File: src/pif_map.svh
// Purpose: Addresses, bit positions, reset values and fixed codes of the peripheral interrupt funnel.
// Assumes: Included by the package, the edge detector and the funnel top; definitions only.
// Notes:   Addresses are those seen on the peripheral port.
`ifndef PIF_MAP_SVH
`define PIF_MAP_SVH

// ==========================================================================
// Peripheral port map
`define PIF_ADDR_W          8
`define PIF_DATA_W          8
`define PIF_ADDR_FLAGS      8'h0E
`define PIF_ADDR_ENABLES    8'h0F
`define PIF_RDATA_UNMAPPED  8'h00
`define PIF_RST_FLAGS       8'h00
`define PIF_RST_ENABLES     8'h00
`define PIF_NO_CLEAR        8'h00

// ==========================================================================
// Bit positions shared by the flag and enable registers
`define PIF_BIT_POWER_FAIL  7
`define PIF_BIT_DIRECTION   6
`define PIF_BIT_CONVERTER   5
`define PIF_BIT_DETECT      4
`define PIF_BIT_CHG_OC      3
`define PIF_BIT_DIS_OC      2
`define PIF_BIT_CHG_WRAP    1
`define PIF_BIT_DIS_WRAP    0

// ==========================================================================
// Core side constants
`define PIF_VECTOR_W        12
`define PIF_VECTOR          12'h200
`define PIF_SMB_SRCS        4
`define PIF_EDGE_COUNT      3
`define PIF_EDGE_SUPPLY     0
`define PIF_EDGE_DIRECTION  1
`define PIF_EDGE_DETECT     2

`endif

File: src/pif_pkg.sv
// Purpose: Types of the peripheral interrupt funnel.
// Assumes: pif_map.svh supplies all widths.
// Notes:   Each module keeps its whole state in one packed struct.
`include "pif_map.svh"

package pif_pkg;

    // ======================================================================
    // State of one edge detector.
    typedef struct packed {
        logic prev;
        logic primed;
        logic pulse;
    } pif_edge_state_t;

    // ======================================================================
    // State of the funnel top.
    typedef struct packed {
        logic [`PIF_DATA_W-1:0]   flags;
        logic [`PIF_DATA_W-1:0]   enables;
        logic [`PIF_DATA_W-1:0]   rdata;
        logic                     rvalid;
        logic                     ext_irq;
        logic                     smb_irq;
        logic                     per_irq;
        logic                     core_irq;
        logic [`PIF_VECTOR_W-1:0] vector;
        logic                     wake;
        logic                     osc_run;
    } pif_top_state_t;

endpackage

File: src/pif_edge_if.sv
// Purpose: Carries one sampled level to an edge detector and its edge pulse back.
// Assumes: One clock shared by both ends.
// Notes:   The user end drives the level, the detector end the pulse.
`timescale 1ns/1ps

interface pif_edge_if;
    logic level;
    logic edge_pulse;

    modport detector (input level, output edge_pulse);
    modport user     (output level, input edge_pulse);
endinterface

File: src/pif_edge.sv
// Purpose: Dual-edge detector producing a one-cycle pulse per change of level.
// Assumes: The level is synchronous to clk_in.
// Notes:   The first sample after reset only primes the detector, unless
//          REPORT_FIRST_HIGH asks that a high first sample count as a rise.
`timescale 1ns/1ps
`include "pif_map.svh"

module pif_edge #(
    parameter bit REPORT_FIRST_HIGH = 1'b0
) (
    input  wire logic     clk_in,
    input  wire logic     srst_in,
    pif_edge_if.detector  port
);

    pif_pkg::pif_edge_state_t st_r;
    pif_pkg::pif_edge_state_t st_nxt;

    // ======================================================================
    // Next state: compare with the last sample; without priming, a pin that
    // is already high at reset would raise a false edge.
    always_comb begin
        st_nxt        = st_r;
        st_nxt.prev   = port.level;
        st_nxt.primed = 1'b1;
        if (st_r.primed) begin
            st_nxt.pulse = port.level ^ st_r.prev;
        end else begin
            st_nxt.pulse = REPORT_FIRST_HIGH & port.level;
        end
    end

    // ======================================================================
    // State register.
    always_ff @(posedge clk_in) begin
        if (srst_in) begin
            st_r <= '0;
        end else begin
            st_r <= st_nxt;
        end
    end

    assign port.edge_pulse = st_r.pulse;

endmodule

File: src/pif_top.sv
// Purpose: Peripheral interrupt funnel: eight sticky event flags, their
//          enables, and the three equal-priority core interrupt inputs.
// Assumes: One 25 MHz clock; all inputs synchronous to it; srst_in is the
//          power-on reset; peripheral port strobes last one cycle.
// Notes:   Read data is registered and valid one cycle after the read strobe.
//
// Overview of operation
// - Every taken interrupt vectors to 0x0200.
// - Three core inputs share one equal priority.
// - First core input comes from pin seven.
// - SMBus events reach the core only via input two.
// - Eight sticky flags, one per peripheral source.
// - Flags set even when their enable is clear.
// - Reading flags never changes them.
// - Writing ones clears exactly those flags.
// - Third input asserted when enabled flag is set.
// - Reading enables returns them, unchanged.
// - Enables cleared by master clear and power-on.
// - Flag order: power-fail down to discharge wrap.
// - Enable bit sits at its flag's position.
// - Power-fail flag sets on supply crossing 3V.
// - Detect flag sets on either pin edge.
// - Any interrupt wakes core and restarts oscillator.
// - Direction flag sets on each current reversal.
`timescale 1ns/1ps
`include "pif_map.svh"

module pif_top (
    input  wire logic                      clk_in,
    input  wire logic                      srst_in,
    input  wire logic                      master_clear_n_in,
    input  wire logic [`PIF_ADDR_W-1:0]    pp_addr_in,
    input  wire logic                      pp_wr_in,
    input  wire logic                      pp_rd_in,
    input  wire logic [`PIF_DATA_W-1:0]    pp_wdata_in,
    input  wire logic                      gpio_pin_seven_in,
    input  wire logic [`PIF_SMB_SRCS-1:0]  smbus_src_in,
    input  wire logic                      supply_above_3v_in,
    input  wire logic                      current_charging_in,
    input  wire logic                      detect_pin_in,
    input  wire logic                      adc_event_in,
    input  wire logic                      charge_overcurrent_in,
    input  wire logic                      discharge_overcurrent_in,
    input  wire logic                      charge_count_wrap_in,
    input  wire logic                      discharge_count_wrap_in,
    input  wire logic                      core_sleep_in,
    input  wire logic                      sleep_osc_off_select_in,
    output logic      [`PIF_DATA_W-1:0]    pp_rdata_out,
    output logic                           pp_rvalid_out,
    output logic                           external_pin_irq_out,
    output logic                           smbus_irq_input_out,
    output logic                           peripheral_irq_input_out,
    output logic                           core_irq_out,
    output logic      [`PIF_VECTOR_W-1:0]  irq_vector_out,
    output logic                           wake_out,
    output logic                           osc_run_out
);

    pif_pkg::pif_top_state_t    st_r;
    pif_pkg::pif_top_state_t    st_nxt;
    logic [`PIF_DATA_W-1:0]     event_vec;
    logic [`PIF_DATA_W-1:0]     clear_vec;
    logic                       wr_flags;
    logic                       wr_enables;

    // ======================================================================
    // Edge detectors
    // Supply, current direction and detect pin are levels whose changes are
    // events. The supply detector counts a high first sample as a rise, so a
    // supply already good at release of power-on still raises its warning.
    pif_edge_if eif [`PIF_EDGE_COUNT] ();

    assign eif[`PIF_EDGE_SUPPLY].level    = supply_above_3v_in;
    assign eif[`PIF_EDGE_DIRECTION].level = current_charging_in;
    assign eif[`PIF_EDGE_DETECT].level    = detect_pin_in;

    genvar gi;
    generate
        for (gi = 0; gi < `PIF_EDGE_COUNT; gi++) begin : g_edge
            pif_edge #(
                .REPORT_FIRST_HIGH (gi == `PIF_EDGE_SUPPLY)
            ) u_edge (
                .clk_in  (clk_in),
                .srst_in (srst_in),
                .port    (eif[gi])
            );
        end
    endgenerate

    // ======================================================================
    // Event vector in flag-bit order.
    always_comb begin
        event_vec                       = '0;
        event_vec[`PIF_BIT_POWER_FAIL]  = eif[`PIF_EDGE_SUPPLY].edge_pulse;
        event_vec[`PIF_BIT_DIRECTION]   = eif[`PIF_EDGE_DIRECTION].edge_pulse;
        event_vec[`PIF_BIT_CONVERTER]   = adc_event_in;
        event_vec[`PIF_BIT_DETECT]      = eif[`PIF_EDGE_DETECT].edge_pulse;
        event_vec[`PIF_BIT_CHG_OC]      = charge_overcurrent_in;
        event_vec[`PIF_BIT_DIS_OC]      = discharge_overcurrent_in;
        event_vec[`PIF_BIT_CHG_WRAP]    = charge_count_wrap_in;
        event_vec[`PIF_BIT_DIS_WRAP]    = discharge_count_wrap_in;
    end

    // ======================================================================
    // Peripheral port decode.
    assign wr_flags   = pp_wr_in && (pp_addr_in == `PIF_ADDR_FLAGS);
    assign wr_enables = pp_wr_in && (pp_addr_in == `PIF_ADDR_ENABLES);
    assign clear_vec  = wr_flags ? pp_wdata_in : `PIF_NO_CLEAR;

    // ======================================================================
    // Next state of the funnel.
    // The core outputs are built from the next flag and enable values so
    // that they line up with the registers they are derived from.
    always_comb begin
        st_nxt = st_r;

        // Ones clear, zeros keep; a same-cycle event is ORed in last, so it
        // survives the clear. Enables play no part here.
        st_nxt.flags = (st_r.flags & ~clear_vec) | event_vec;

        // Master clear holds the enables at zero while asserted.
        if (!master_clear_n_in) begin
            st_nxt.enables = `PIF_RST_ENABLES;
        end else if (wr_enables) begin
            st_nxt.enables = pp_wdata_in;
        end

        // Reads only copy state; they have no side effect on any flag.
        st_nxt.rvalid = pp_rd_in;
        st_nxt.rdata  = `PIF_RDATA_UNMAPPED;
        if (pp_rd_in) begin
            unique case (pp_addr_in)
                `PIF_ADDR_FLAGS:   st_nxt.rdata = st_r.flags;
                `PIF_ADDR_ENABLES: st_nxt.rdata = st_r.enables;
                default:           st_nxt.rdata = `PIF_RDATA_UNMAPPED;
            endcase
        end

        // Bitwise gate: each enable sits over the flag of the same position.
        st_nxt.per_irq  = |(st_nxt.flags & st_nxt.enables);
        st_nxt.ext_irq  = gpio_pin_seven_in;
        st_nxt.smb_irq  = |smbus_src_in;

        // Plain OR: no input is preferred, so no priority encoder exists.
        st_nxt.core_irq = st_nxt.ext_irq | st_nxt.smb_irq | st_nxt.per_irq;
        st_nxt.vector   = `PIF_VECTOR;

        // Wake overrides the oscillator-off choice made for sleep.
        st_nxt.wake     = core_sleep_in & st_nxt.core_irq;
        st_nxt.osc_run  = ~(core_sleep_in & sleep_osc_off_select_in) | st_nxt.core_irq;
    end

    // ======================================================================
    // State register; power-on clears flags and enables alike.
    always_ff @(posedge clk_in) begin
        if (srst_in) begin
            st_r          <= '0;
            st_r.flags    <= `PIF_RST_FLAGS;
            st_r.enables  <= `PIF_RST_ENABLES;
            st_r.vector   <= `PIF_VECTOR;
            st_r.osc_run  <= 1'b1;
        end else begin
            st_r <= st_nxt;
        end
    end

    // ======================================================================
    // Outputs, each straight from the state register.
    assign pp_rdata_out             = st_r.rdata;
    assign pp_rvalid_out            = st_r.rvalid;
    assign external_pin_irq_out     = st_r.ext_irq;
    assign smbus_irq_input_out      = st_r.smb_irq;
    assign peripheral_irq_input_out = st_r.per_irq;
    assign core_irq_out             = st_r.core_irq;
    assign irq_vector_out           = st_r.vector;
    assign wake_out                 = st_r.wake;
    assign osc_run_out              = st_r.osc_run;
endmodule

File: config.mk
export PLATFORM = sky130hd
export DESIGN_NAME = pif_top
export DESIGN_NICKNAME = d
export VERILOG_FILES = /design/src/pif_pkg.sv /design/src/pif_edge_if.sv /design/src/pif_edge.sv /design/src/pif_top.sv
export VERILOG_INCLUDE_DIRS = /design/src /design/src/src
export SDC_FILE = /design/constraint.sdc
export NUM_CORES = 1
export LEC_CHECK = 0
export BUFFER_PORTS_ARGS = -buffer_cell sky130_fd_sc_hd__buf_2
export CAP_MARGIN = 20
export CORE_ASPECT_RATIO = 1.25
export CORE_MARGIN = 4
export CORE_UTILIZATION = 40
export DETAILED_ROUTE_END_ITERATION = 12
export PLACE_DENSITY = 0.76
export SETUP_SLACK_MARGIN = 0.2
export SYNTH_ARGS = -nofsm -noshare
export SYNTH_HDL_FRONTEND = slang
export SYNTH_HIERARCHICAL = 1
export SYNTH_SLANG_ARGS = --single-unit
File: constraint.sdc
create_clock -name clk_in -period 2.45 [get_ports clk_in]
set_clock_uncertainty 0.05 [all_clocks]
set_input_delay 0.1225 -clock clk_in [delete_from_list [all_inputs] [get_ports clk_in]]
set_output_delay 0.1225 -clock clk_in [all_outputs]
set_load 0.01 [all_outputs]
==> out/results.ini <==
[floorplan]
rows=25
start_util_pct=41.6
fp.coreArea_mm2=0.00382
ios=63
die_x_um=64.4
die_h_um=78.5
die_area_mm2=0.00505

[sta]
rsz0062_at_grt=false
max_freq_mhz=540
final-setup-viol-count=0
slew_violations=0
post-route-period-util_pct=75.6
final_hold_viol_count=0
fin_crit_ns=1.85
fin_ws_ns=0.598
tns_ns=0

[drt]
wl_per_cell_um=11.3
ant_nets=0
vias=1171
drt-vias-per-instance=4.50
routed_wl_mm=2.94
dr.pass1.iters=4
drc=0
drtIter0Drc=35

[pwr]
p_leak_nw=0.853
ir_drop_mv=0.340
p_per_area_mw_per_mm2=627

[grt]
antenna_found_initial=0
grt_max_degree=23
grt-ovfl-total=0
grt_pass1_vias=1184
grt_first_pass_wirelength_mm=4.87
grt_usage_pct=12.7

[clocking]
clkTransAtPathRegs_ns=0.07
cts_buffer_depth=2
cts_sinks=40
cts_tree=built
cts_buffers=5
h-tree-depth=2
ctsResizeCount=0
root_buffer=clkbuf_8
clk_latency_ns=0.29

[yosys]
yosysMostFrequentCell=dfxtp_1
synthArstFlopShare_pct=0
synthSimpleGateAreaFrac_pct=18.4
synth_cells=158
syn_area_mm2=0.00159
synth-edff-count=0
ys_ff_latch=40
ys.warnings.count=6
synth_xor_area_share_pct=1.10
yosys.area.top_type=dfxtp_1
synth_top_family_by_area=simple AND/OR/NAND/NOR gates
synth_cell_types=27
netlist.area_leader.share_pct=50.4
yosysSeqAreaShare_pct=50.4
avgSynthCellArea_um2=10.1
synth_mux_area_share_pct=11.0
synthTopCellsByArea=dfxtp_1, mux2i_1, buf_4, nor2_1, o22ai_1
synthTopCellsByCount=dfxtp_1, nor2_1, buf_4
synthAdderAreaFrac_pct=0
synthFlopType=dfxtp_1
synth-compound-area-share_pct=6.22

[layout]
instances_no_fill=260
final_area_mm2=0.00189
syn_to_final_growth_pct=19.1
layout.nets=242
drive_gt1_share_pct=31.1
register_area_um2=801
multiInputGateArea_um2=629
fillers=369
antennaDiodeCount=0

[placement]
port_buffers=50
gp_congestion=0.826
dpl_worst_slack_ns=0.263
dp_cells=249
dp_hpwl_mm=2.21
placed_area_mm2=0.00177

[status]
status=completed

[worst_setup_path]
max_stage_delay_ns=0.52
path_max_fanout=8
worstSetupStartpointType=input port
slowest_stage=o41ai_2
endpoint_kind=flop
crit_path_cell_trace=buf_2 -> nor4_4 -> and4_4 -> mux2i_1 -> o22ai_1 -> o41ai_2 -> nand4_1
cp_data_required_time_ns=2.55
cp.arrival_ns=1.95
critPathKind=in2reg

[job]
maxCapViolations=0

[worst_hold_path]
min_path_type=in2reg

layout make-up:
cell class                 count  area share, %
clock buffer                   6           3.84
timing repair buffer          56           16.1
multi-input combinational    100           33.3
inverter                       3          0.595
tap                           54           3.57
sequential                    40           42.3
clock inverter                 1          0.265
cell families (layout without fill, tap and decap cells):
| kind of cell | Yosys count | after routing |
|---|---|---|
| and+or+nand+nor | 54 | 54 |
| DFF | 40 | 40 |
| buffers and inverters | 28 | 66 |
| muxes | 17 | 17 |
| AOI/OAI and AO/OA | 15 | 15 |
| other | 2 | 12 |
| xor gates and xnor gates | 2 | 2 |
timing repair:
item / CTS / global route
endpoints found under the setup margin: 0 / 0
hold buffers: 4 / 0
buffers inserted: 0 / 0
hold endpoints to repair: 3 / 0
worst max-delay path: cells and delay by family:
kind / cells / cell delay [ns]
compound gates: 2 / 0.65
buf+inv: 1 / 0.11
mux: 1 / 0.26
simple gates: 3 / 0.80
placed cells by master, fill, tap and decap left out, types with 2 or more instances in the layout:
master	count
buf_2	50
buf_4	2
a21oi_1	5
dfxtp_1	40
inv_1	3
conb_1	12
xor2_1	2
nand4_1	5
dlygate4sd3_1	4
nor2_1	27
nand3_1	2
mux2i_1	16
nand2b_1	5
clkbuf_8	5
and3_1	2
nor2b_1	7
o22ai_1	8
sequential cells by signal (all words and copies together), names as in the netlist:
name and cells:
pp_rdata_out 8, peripheral_irq_input_out 1, osc_run_out 1, core_irq_out 1, smbus_irq_input_out 1, external_pin_irq_out 1, wake_out 1, st_r 16
g_edge.u_edge/port.edge_pulse 3, g_edge.u_edge/st_r 6, pp_rvalid_out 1
metal layers:
metal | global-route usage, % | wire length [um]
met2 | 22.3 | 1440
met5 | 0 | 0
met3 | 5.15 | 302
met1 | 11.3 | 1110
met4 | 10.1 | 86
path summary, 6_finish.rpt:
path / from / endpoint / slack (ns) / cells past startpoint
max reg2reg: st_r[37]$_SDFF_PP0_ / osc_run_out$_SDFF_PP1_ / 0.95 / 4
min reg2reg: g_edge[0].u_edge/port.edge_pulse$_SDFF_PP0_ / st_r[42]$_SDFF_PP0_ / 0.40 / 2
min: discharge_overcurrent_in / st_r[37]$_SDFF_PP0_ / 0.01 / 3
max: pp_addr_in[5] / osc_run_out$_SDFF_PP1_ / 0.60 / 7
metrics by stage:
stage	power [mW]	utilization [%]	hold slack [ns]
floorplan	0.766	-	0.129
global placement	0.799	46.5	0.257
detailed placement	0.800	46.5	0.272
CTS	1.21	49.6	0.000969
global route	1.24	49.6	0.00336
finish	1.19	49.6	0.0144
report_power, final:
part | leakage, nW | total [mW] | switching [mW] | internal (mW)
Combinational | 0.483 | 0.109 | 0.0565 | 0.0528
Clock | 0.0410 | 0.397 | 0.204 | 0.193
Sequential | 0.329 | 0.680 | 0.00769 | 0.672
No activity file was read; power rests on OpenSTA's default activity.
